`config.mk`:
```
export PLATFORM = sky130hd
export DESIGN_NAME = iowdt_core
export DESIGN_NICKNAME = d
export VERILOG_FILES = /design/src/iowdt_tick.v /design/src/iowdt_core.v
export VERILOG_INCLUDE_DIRS = /design/src
export SDC_FILE = /design/constraint.sdc
export NUM_CORES = 1
export LEC_CHECK = 0
export BUFFER_PORTS_ARGS = -buffer_cell sky130_fd_sc_hd__buf_2
export CORE_ASPECT_RATIO = 1.4
export CORE_MARGIN = 8
export CORE_UTILIZATION = 55
export DETAILED_ROUTE_END_ITERATION = 16
export GPL_ROUTABILITY_DRIVEN = 0
export PLACE_DENSITY = 0.77
export SKIP_LAST_GASP = 1
export SLEW_MARGIN = 5
export SYNTH_ARGS = -nofsm -noshare
export SYNTH_HDL_FRONTEND = slang
export SYNTH_HIERARCHICAL = 1
export SYNTH_SLANG_ARGS = --single-unit
```
`constraint.sdc`:
```
create_clock -name clk -period 2.2 [get_ports clk]
set_input_delay 0.55 -clock clk [delete_from_list [all_inputs] [get_ports clk]]
set_output_delay 0.55 -clock clk [all_outputs]
set_load 0.005 [all_outputs]
```
`src/iowdt_defs.vh`:
```
// Constants for the I/O port watchdog timer.
`ifndef IOWDT_DEFS_VH
`define IOWDT_DEFS_VH

`define IOWDT_ADDR_W 16
`define IOWDT_PERIOD_PORT 16'h0443
`define IOWDT_DISABLE_PORT 16'h0843
`define IOWDT_DISABLE_ALIAS 16'h0043
`define IOWDT_PERIOD_RESET 8'h01
`define IOWDT_CLK_HZ 100000000
`define IOWDT_SECOND_S 1
`define IOWDT_TICKS_PER_SEC (`IOWDT_CLK_HZ * `IOWDT_SECOND_S)
`define IOWDT_RST_PULSE_NS 1000
`define IOWDT_CLK_NS 10
`define IOWDT_RST_PULSE_CYC (`IOWDT_RST_PULSE_NS / `IOWDT_CLK_NS)
`define IOWDT_IDLE_DATA 8'hFF

`endif

```
`src/iowdt_tick.v`:
```
// Seconds timebase that restarts on every load of the countdown.
`timescale 1ns/1ps
`default_nettype none
`include "iowdt_defs.vh"

module iowdt_tick #(
    parameter [31:0] TICKS = `IOWDT_TICKS_PER_SEC
) (
    input wire clk,
    input wire nrst,
    input wire restart,
    output reg tick
);

    reg [31:0] cnt_reg;

    // Restarting the prescaler keeps a refresh worth one full period, not a fraction less.
    always @(posedge clk or negedge nrst) begin
        if (!nrst) begin
            cnt_reg <= 32'h00000000;
            tick <= 1'b0;
        end else if (restart) begin
            cnt_reg <= 32'h00000000;
            tick <= 1'b0;
        end else if (cnt_reg == TICKS - 32'h00000001) begin
            cnt_reg <= 32'h00000000;
            tick <= 1'b1;
        end else begin
            cnt_reg <= cnt_reg + 32'h00000001;
            tick <= 1'b0;
        end
    end

endmodule
`default_nettype wire

```
`src/iowdt_core.v`:
```
// Watchdog timer reached by host I/O port reads and writes.
// Behaviour
// RULE1: A write to the period port loads the written byte as the period.
// RULE2: A read of the period port starts an idle watchdog or refreshes a running one.
// RULE3: A read of the disable port at either alias stops the watchdog.
// RULE4: The period byte counts whole seconds, 1 to 255.
// RULE5: Enabling starts a countdown of the programmed period.
// RULE6: When the countdown expires a cold reset of the CPU is asserted.
// RULE7: Software writes the period before the enabling read.
// RULE8: Software refreshes the running watchdog within the period.
// RULE9: Software keeps a margin of at least five percent before timeout.
// RULE10: Each refresh reloads the full programmed period.
`timescale 1ns/1ps
`default_nettype none
`include "iowdt_defs.vh"

module iowdt_core #(
    parameter [31:0] TICKS_PER_SEC = `IOWDT_TICKS_PER_SEC
) (
    input wire clk,
    input wire nrst,
    input wire [15:0] io_addr,
    input wire io_rd_n,
    input wire io_wr_n,
    input wire [7:0] io_wdata,
    output reg [7:0] io_rdata,
    output wire io_sel,
    output reg cpu_reset,
    output wire running
);

    localparam ST_IDLE = 1'b0;
    localparam ST_RUN = 1'b1;

    reg [2:0] rd_sync_reg;
    reg [2:0] wr_sync_reg;
    reg [15:0] addr_s1_reg;
    reg [15:0] addr_reg;
    reg [7:0] data_s1_reg;
    reg [7:0] data_reg;
    reg [7:0] period_reg;
    reg [7:0] count_reg;
    reg state_reg;
    reg [7:0] pulse_reg;
    wire rd_pulse;
    wire wr_pulse;
    wire hit_period;
    wire hit_disable;
    wire kick;
    wire stop;
    wire sec_tick;
    wire tick_restart;
    wire expire;
    reg [7:0] period_next;
    reg [7:0] count_next;
    reg state_next;
    reg [7:0] pulse_next;
    reg cpu_reset_next;
    reg [7:0] rdata_next;
    // The reset pulse length is cut to the counter width on purpose.
    localparam [31:0] PULSE_CYC_W = `IOWDT_RST_PULSE_CYC;
    localparam [7:0] PULSE_CYC = PULSE_CYC_W[7:0];

    function is_disable;
        input [15:0] a;
        begin
            is_disable = (a == `IOWDT_DISABLE_PORT) || (a == `IOWDT_DISABLE_ALIAS);
        end
    endfunction

    // Strobes are async pins; only the second stage and later are looked at.
    always @(posedge clk or negedge nrst) begin
        if (!nrst) begin
            rd_sync_reg <= 3'h7;
            wr_sync_reg <= 3'h7;
            addr_s1_reg <= 16'h0000;
            addr_reg <= 16'h0000;
            data_s1_reg <= 8'h00;
            data_reg <= 8'h00;
        end else begin
            rd_sync_reg <= {rd_sync_reg[1:0], io_rd_n};
            wr_sync_reg <= {wr_sync_reg[1:0], io_wr_n};
            addr_s1_reg <= io_addr;
            addr_reg <= addr_s1_reg;
            data_s1_reg <= io_wdata;
            data_reg <= data_s1_reg;
        end
    end

    assign rd_pulse = rd_sync_reg[2] & ~rd_sync_reg[1];
    assign wr_pulse = wr_sync_reg[2] & ~wr_sync_reg[1];
    assign hit_period = (addr_reg == `IOWDT_PERIOD_PORT);
    assign hit_disable = is_disable(addr_reg);
    assign kick = rd_pulse & hit_period;
    assign stop = rd_pulse & hit_disable;
    assign io_sel = hit_period | hit_disable;
    assign running = (state_reg == ST_RUN);
    assign tick_restart = kick | stop;

    iowdt_tick #(
        .TICKS(TICKS_PER_SEC)
    ) u_tick (
        .clk(clk),
        .nrst(nrst),
        .restart(tick_restart),
        .tick(sec_tick)
    );

    // A zero period would wrap the count to 255 and run 256 seconds, so it is treated as one second.
    function [7:0] reload_val;
        input [7:0] per;
        begin
            if (per == 8'h00) begin
                reload_val = 8'h01;
            end else begin
                reload_val = per;
            end
        end
    endfunction

    // The timebase assumes the default clock; another board clock needs TICKS_PER_SEC changed.
    // The last tick of a running count ends the run; the reset pulse follows a cycle later.
    assign expire = sec_tick && (count_reg == 8'h01);

    // Writes to the disable port are dropped; only the period port holds data.
    always @* begin
        period_next = period_reg;
        if (wr_pulse && hit_period) begin
            period_next = data_reg; // see RULE1
        end
    end

    // Stop outranks a refresh in the same cycle, so a disable is never undone by a late read.
    always @* begin
        state_next = state_reg;
        count_next = count_reg;
        case (state_reg)
            ST_IDLE: begin
                if (kick) begin
                    state_next = ST_RUN; // see RULE2
                    count_next = reload_val(period_reg); // see RULE5
                end
            end
            ST_RUN: begin
                if (stop) begin
                    state_next = ST_IDLE; // see RULE3
                end else if (kick) begin
                    count_next = reload_val(period_reg); // see RULE10
                end else if (sec_tick) begin
                    if (expire) begin
                        state_next = ST_IDLE; // see RULE6
                    end
                    count_next = count_reg - 8'h01; // see RULE4
                end
            end
            default: begin
                state_next = ST_IDLE;
            end
        endcase
    end

    // The pulse counter runs on its own so a new start during the pulse cannot cut it short.
    always @* begin
        pulse_next = pulse_reg;
        if (state_reg == ST_RUN && !stop && !kick && expire) begin
            pulse_next = PULSE_CYC; // see RULE6
        end else if (pulse_reg != 8'h00) begin
            pulse_next = pulse_reg - 8'h01;
        end
        cpu_reset_next = (pulse_reg != 8'h00);
    end

    // Reads of the period port return the seconds left, other addresses the bus idle level.
    always @* begin
        if (hit_period) begin
            rdata_next = count_reg;
        end else begin
            rdata_next = `IOWDT_IDLE_DATA;
        end
    end

    // The period survives a disable or an expiry, so a restart needs no new write.
    always @(posedge clk or negedge nrst) begin
        if (!nrst) begin
            period_reg <= `IOWDT_PERIOD_RESET;
        end else begin
            period_reg <= period_next;
        end
    end

    always @(posedge clk or negedge nrst) begin
        if (!nrst) begin
            state_reg <= ST_IDLE;
            count_reg <= 8'h00;
        end else begin
            state_reg <= state_next;
            count_reg <= count_next;
        end
    end

    // The pulse output is registered so the CPU reset line never glitches.
    always @(posedge clk or negedge nrst) begin
        if (!nrst) begin
            pulse_reg <= 8'h00;
            cpu_reset <= 1'b0;
        end else begin
            pulse_reg <= pulse_next;
            cpu_reset <= cpu_reset_next;
        end
    end

    always @(posedge clk or negedge nrst) begin
        if (!nrst) begin
            io_rdata <= `IOWDT_IDLE_DATA;
        end else begin
            io_rdata <= rdata_next;
        end
    end

endmodule
`default_nettype wire

```
==> impl_metrics.tcl, run 1 <==
set metrics [dict create \
    hp-class "primary input to flop" \
    nNetsFinal 503 \
    overflow 0 \
    ios 39 \
    status "complete, no violations" \
    rsz0062_at_grt "yes" \
    drv_slew 0 \
    largest_register_ffs 32 \
    place_ws_ps 106 \
    min_period_over_period 0.983 \
    drc_errors 0 \
    area_delta_synth_final_pct 22.7 \
    fp.coreArea_um2 8930 \
    hold_viol 0 \
    final_layout_size_suffix_gt1_frac 0.251 \
    drtPass1Iterations 5 \
    die_h_um 129 \
    finalHoldWorstSlack_ps 239 \
    ctsLongestPathBuffers 2 \
    track_usage 0.187 \
    syn-num-nets 441 \
    ys_types 59 \
    tightestPinTransition_ps 426 \
    syn_area_per_cell_um2 12.2 \
    drt-initial-drc-count 165 \
    crit_buf_inv 1 \
    ctsHtreeMaxLevel 4 \
    start_kind "flop" \
    vias 3516 \
    cts_buffers 17 \
    drtAntennaViolNets 0 \
    worst_slack_ps 37.8 \
    timing.critical_path.max_delay_family "simple AND/OR/NAND/NOR gates" \
    cp_slowest_cell "dfrtp_1" \
    combPwrFrac 0.026 \
    power_density_nw_per_um2 948 \
    ir_drop_mv 0.628 \
    crit_path_end_kind "primary output" \
    yosysWarnings 6 \
    antenna_found_initial 0 \
    seq_area_frac_synth 0.611 \
    rows 41 \
    finish.utilization 0.686 \
    insertion_delay_ps 410 \
    wirelength_um 10700 \
    synth_area_um2 4990 \
    path_class "flop to primary output" \
    slew_headroom 0.714 \
    ys.flop_type "dfrtp_1" \
    die-area_um2 12400 \
    fillerInstances 629 \
    p_clk_frac 0.560 \
    switchingPower_mw 1.17 \
    p_int_mw 4.63 \
    start_util 0.559 \
    grt_pass1_wl_um 17900 \
    worstPathCellList "nor4_4 > nand4_4 > a21oi_4 > buf_2" \
    tritoncts "yes" \
    path_max_fanout 2 \
    cap_violations 0 \
    cts_sinks 121 \
    postSynthCellCount 408 \
    io_buffer_count 38 \
    r2r_setup_slack_ps 120 \
    critPathRequiredTime_ps 1650 \
    cts.clk_slew.worst_paths_ps 50 \
    p_leak_nw 2.73 \
    cts-root-buf "clkbuf_16" \
    finalSetupTns_ps 0 \
    sw_frac_of_total 0.202 \
    insertedDiodeCount 0 \
    max_freq_mhz 462 \
    cp_slowest_stage_delay_ps 390 \
    ys_ff_latch 121 \
    async_reset_ff_frac 1.00 \
    layout_min_cycle_time_ps 2160 \
    crit_arrival_ps 1610 \
    dp_hpwl_um 7080 \
    grt_max_degree 54 \
    skew_ps 5.94 \
    seqPwrFrac 0.414 \
    wire_per_inst_um 18.1 \
    fp.dieW_um 96.5 \
    grt_pass1_vias 3734 \
    synth_edf_count 0 \
    vias_per_cell 5.96 \
    setup_viol 0 \
]
-- synthesized netlist by cell type (2+ instances only) --
library cell | n | area, um2
dfstp_2 | 15 | 394
and4_2 | 2 | 20.0
o41ai_1 | 2 | 17.5
or4_1 | 10 | 75.1
inv_1 | 8 | 30.0
nor2b_1 | 5 | 31.3
nor3b_1 | 2 | 15.0
clkbuf_1 | 4 | 15.0
and4_1 | 4 | 35.0
nor2_1 | 27 | 101
xor2_1 | 10 | 87.6
nand4_1 | 16 | 100
mux2_1 | 8 | 90.1
o21ai_0 | 9 | 45.0
nand2b_1 | 3 | 18.8
a21o_1 | 2 | 15.0
or3_1 | 15 | 93.8
buf_2 | 3 | 15.0
buf_6 | 3 | 33.8
nand3_1 | 15 | 75.1
and2_1 | 3 | 18.8
o2bb2ai_1 | 6 | 52.6
or4_4 | 3 | 33.8
dfrtp_1 | 106 | 2650
a21oi_1 | 22 | 110
nor4b_1 | 3 | 26.3
nand2_1 | 20 | 75.1
xnor2_1 | 5 | 43.8
ha_1 | 5 | 62.6
and3b_1 | 2 | 17.5
nor3_1 | 7 | 35.0
o31ai_1 | 10 | 75.1
mux2i_1 | 9 | 90.1
nor4_1 | 9 | 56.3
and3_1 | 5 | 31.3
o21ai_1 | 6 | 30.0
nand4_2 | 2 | 25.0
-- cell type report --
class                   instances  area, um2  share of cell area
clock buffers                  17        425              0.0695
flip-flops and latches        121       3050               0.498
clock inverters                15        272              0.0444
repair buffers                 55        360              0.0589
inverters                       8       30.0             0.00491
multi-input cells             267       1850               0.303
well taps                     107        134              0.0219
-- through the flow --
step           power [mW]  instance area [um2]  cells
2_1_floorplan        2.47                 4990    408
3_3_place_gp         2.57                 5350    552
3_5_place_dp         2.58                 5350    552
4_1_cts              5.84                 6090    588
5_1_grt              5.98                 6120    590
6_report             5.80                 6120    590
-- final timing paths --
kind / startpoint / end / depth (start not counted)
max: addr_reg[9] / io_sel / 4
min: io_wr_n / wr_sync_reg[0] / 1
max reg2reg: addr_reg[9] / period_reg[4] / 6
min reg2reg: data_s1_reg[5] / data_reg[5] / 0
max in group asynchronous: nrst / wr_sync_reg[1] / 3
min in group asynchronous: nrst / cpu_reset / 2
-- worst reg2reg max path, delay by kind of cell, from the launching register on --
family | cells | cell delay (ps)
AND/OR/NAND/NOR | 4 | 1030
flip-flops | 1 | 390
multiplexers | 1 | 350
buffers and inverters | 1 | 180
-- cell families after synthesis --
group                      share of synthesized area
muxes                                         0.0384
and+or+nand+nor                                0.206
buffers and inverters                         0.0231
xor gates and xnor gates                      0.0263
AOI/OAI and AO/OA                             0.0835
adders and majority gates                     0.0125
DFF                                            0.611
-- power by group through the flow --
stage	Clock [mW]	Sequential (mW)	Combinational, mW
finish	3.25	2.40	0.153
global placement	0	2.42	0.144
detailed placement	0	2.43	0.153
global route	3.40	2.41	0.175
floorplan	0	2.41	0.0615
CTS	3.29	2.40	0.157
-- per-layer routing --
layer	vias to the layer above	track usage	part of all wire
met5	-	0	0
met4	0	0.100	0.028
met3	32	0.0501	0.045
met2	105	0.328	0.55
met1	1750	0.196	0.38
li1	1629	-	-
-- timing repair --
action / in CTS / in global routing
setup buffers: 3 / 2
resized for setup: 2 / 3
endpoints found under the hold margin: 13 / 0
hold buffers: 1 / 0
pin swaps: 2 / 3
setup endpoints to repair: 1 / 12
-- placed cells by master (no fill, tap or decap), types with 4 or more instances in the layout --
| cell | instances |
|---|---|
| a21oi_1 | 21 |
| nor3_1 | 7 |
| dfstp_2 | 15 |
| and4_1 | 4 |
| nand2_1 | 20 |
| xor2_1 | 10 |
| or4_1 | 10 |
| clkbuf_16 | 17 |
| nand3_1 | 15 |
| nor2b_1 | 5 |
| or3_1 | 15 |
| bufinv_16 | 7 |
| o31ai_1 | 10 |
| xnor2_1 | 5 |
| nand4_1 | 16 |
| nor2_1 | 27 |
| buf_4 | 14 |
| o2bb2ai_1 | 6 |
| and3_1 | 5 |
| dfrtp_1 | 106 |
| nor4_1 | 9 |
| o21ai_1 | 5 |
| mux2_1 | 8 |
| o21ai_0 | 9 |
| mux2i_1 | 9 |
| ha_1 | 5 |
| inv_1 | 8 |
| buf_2 | 37 |
No activity file was read; power rests on OpenSTA's default activity.
==> run 2, diff against run 1 <==
Settings changed: CELL_PAD_IN_SITES_DETAIL_PLACEMENT from default to 0, CELL_PAD_IN_SITES_GLOBAL_PLACEMENT from default to 1, CORE_UTILIZATION 55 to 48, CTS_CLUSTER_DIAMETER from default to 120, PLACE_DENSITY 0.77 to 0.81.
==> run 2 against run 1 <==
  * Sequential share of layout area rose by 0.67 points
  * First-iteration DRC count shrank 34%
  * Via count fell by 3.4%
  * Critical endpoint unchanged
  * Clock power fell by 15%
  * Critical path depth did not move
  * Register-to-register slack better by 40 ps
  * Non-clock buffer count did not move
  * Largest cell class unchanged
==> impl_metrics.tcl, run 2 (synthesized netlist as in run 1, its figures left out) <==
set metrics [dict create \
    cts_buffers 17 \
    skew_ps 8.68 \
    fp.dieW_um 102 \
    rows 44 \
    r2r-start "addr_reg[5]" \
    fillerInstances 848 \
    die-area_um2 14000 \
    placed_cells 587 \
    ctsHtreeMaxLevel 4 \
    place_area_um2 5410 \
    track_usage 0.161 \
    final_cells 621 \
    path_max_fanout 2 \
    wirelength_um 10100 \
    overflow 0 \
    grt_pass1_wl_um 17200 \
    multi_input_area_um2 1850 \
    ios 39 \
    wire_per_inst_um 16.3 \
    hold_viol 0 \
    setup_viol 0 \
    crit_path_end_kind "primary output" \
    ir_drop_mv 0.684 \
    max_freq_mhz 468 \
    finalHoldWorstSlack_ps 97.3 \
    final_cell_mix "dfrtp_1 (106), buf_2 (37), nor2_1 (27)" \
    insertedDiodeCount 0 \
    cts.clk_slew.worst_paths_ps 50 \
    min_period_over_period 0.971 \
    largest_register_ffs 32 \
    cts_sinks 121 \
    area_delta_synth_final_pct 21.0 \
    final_common_cell "dfrtp_1" \
    final_area_um2 6040 \
    critPathRequiredTime_ps 1650 \
    worstPathCellList "nor4b_4 > nand4_4 > a21oi_2 > buf_2" \
    vias_per_cell 5.47 \
    slew_headroom 0.691 \
    r2r_setup_slack_ps 160 \
    finish.utilization 0.590 \
    dp_hpwl_um 7130 \
    io_buffer_count 38 \
    start_util 0.487 \
    drc_errors 0 \
    rsz0062_at_grt "yes" \
    tritoncts "yes" \
    grt_max_degree 50 \
    grt_pass1_vias 3596 \
    crit_path_start "addr_reg[5]" \
    layout_min_cycle_time_ps 2140 \
    cp_slowest_cell "dfrtp_1" \
    crit_arrival_ps 1590 \
    status "complete, no violations" \
    p_leak_nw 2.67 \
    drt-initial-drc-count 109 \
    power_density_nw_per_um2 876 \
    hp-class "primary input to async pin" \
    vias 3397 \
    drtAntennaViolNets 0 \
    die_h_um 137 \
    finalSetupTns_ps 0 \
    path_class "flop to primary output" \
    cap_violations 0 \
    place_ws_ps 69.7 \
    fp.coreArea_um2 10200 \
    antenna_found_initial 0 \
    cts-root-buf "clkbuf_16" \
    drtPass1Iterations 4 \
    ctsLongestPathBuffers 2 \
    tightestPinTransition_ps 463 \
    drv_slew 0 \
    seq_area_um2 3050 \
    worst_slack_ps 64.7 \
    start_kind "flop" \
    p_total_mw 5.29 \
    final_layout_size_suffix_gt1_frac 0.248 \
    insertion_delay_ps 410 \
    nNetsFinal 503 \
    cp_slowest_stage_delay_ps 390 \
]
-- run 2: changes by cell type in the layout (fill, tap and decap cells not counted), moves of 2 or more --
| cell | change |
|---|---|
| clkbuf_1 | +2 |
| buf_4 | +2 |
| inv_6 | -2 |
| clkinvlp_4 | +2 |
| clkinv_2 | +2 |
| bufinv_16 | -4 |
-- run 2: metal layers --
metal	GRT usage	wire (um)	vias up
li1	-	-	1626
met1	0.174	4060	1692
met2	0.279	5480	61
met4	0.0786	212	0
met5	0	0	-
met3	0.0499	366	18
-- run 2: worst max-delay path: cells and delay by family (launching register included) --
kind | cells | cell delay, ps
AOI/OAI and AO/OA | 1 | 140
buffers and inverters | 1 | 140
DFF | 1 | 390
and+or+nand+nor | 2 | 510
-- run 2: cell type report --
class	instances	share of cell area
Clock inverter	12	0.0249
Multi-Input combinational cell	267	0.306
Timing Repair Buffer	55	0.0572
Inverter	8	0.00497
Sequential cell	121	0.504
Tap cell	138	0.0286
Clock buffer	20	0.0740
-- run 2: final timing paths --
check | end | cells past startpoint
worst min register to register | addr_reg[9] | 0
worst max register to register | period_reg[2] | 6
max in group asynchronous | rd_sync_reg[0] | 2
min in group clk | data_s1_reg[0] | 1
worst max-delay path | io_sel | 4
worst min-delay path | addr_reg[6] | 1
-- run 2: where the power goes --
group / internal, mW / switching (mW)
combinational: 0.0608 / 0.0825
sequential: 2.32 / 0.0778
clock: 1.80 / 0.948
total: 4.18 / 1.11
-- run 2: timing repair --
action	4_1_cts	5_1_grt
buffers inserted	2	0
endpoints found under the setup margin	1	10
gates resized for setup	2	2
endpoints found under the hold margin	0	0
hold buffers	0	0
pin swaps	2	1
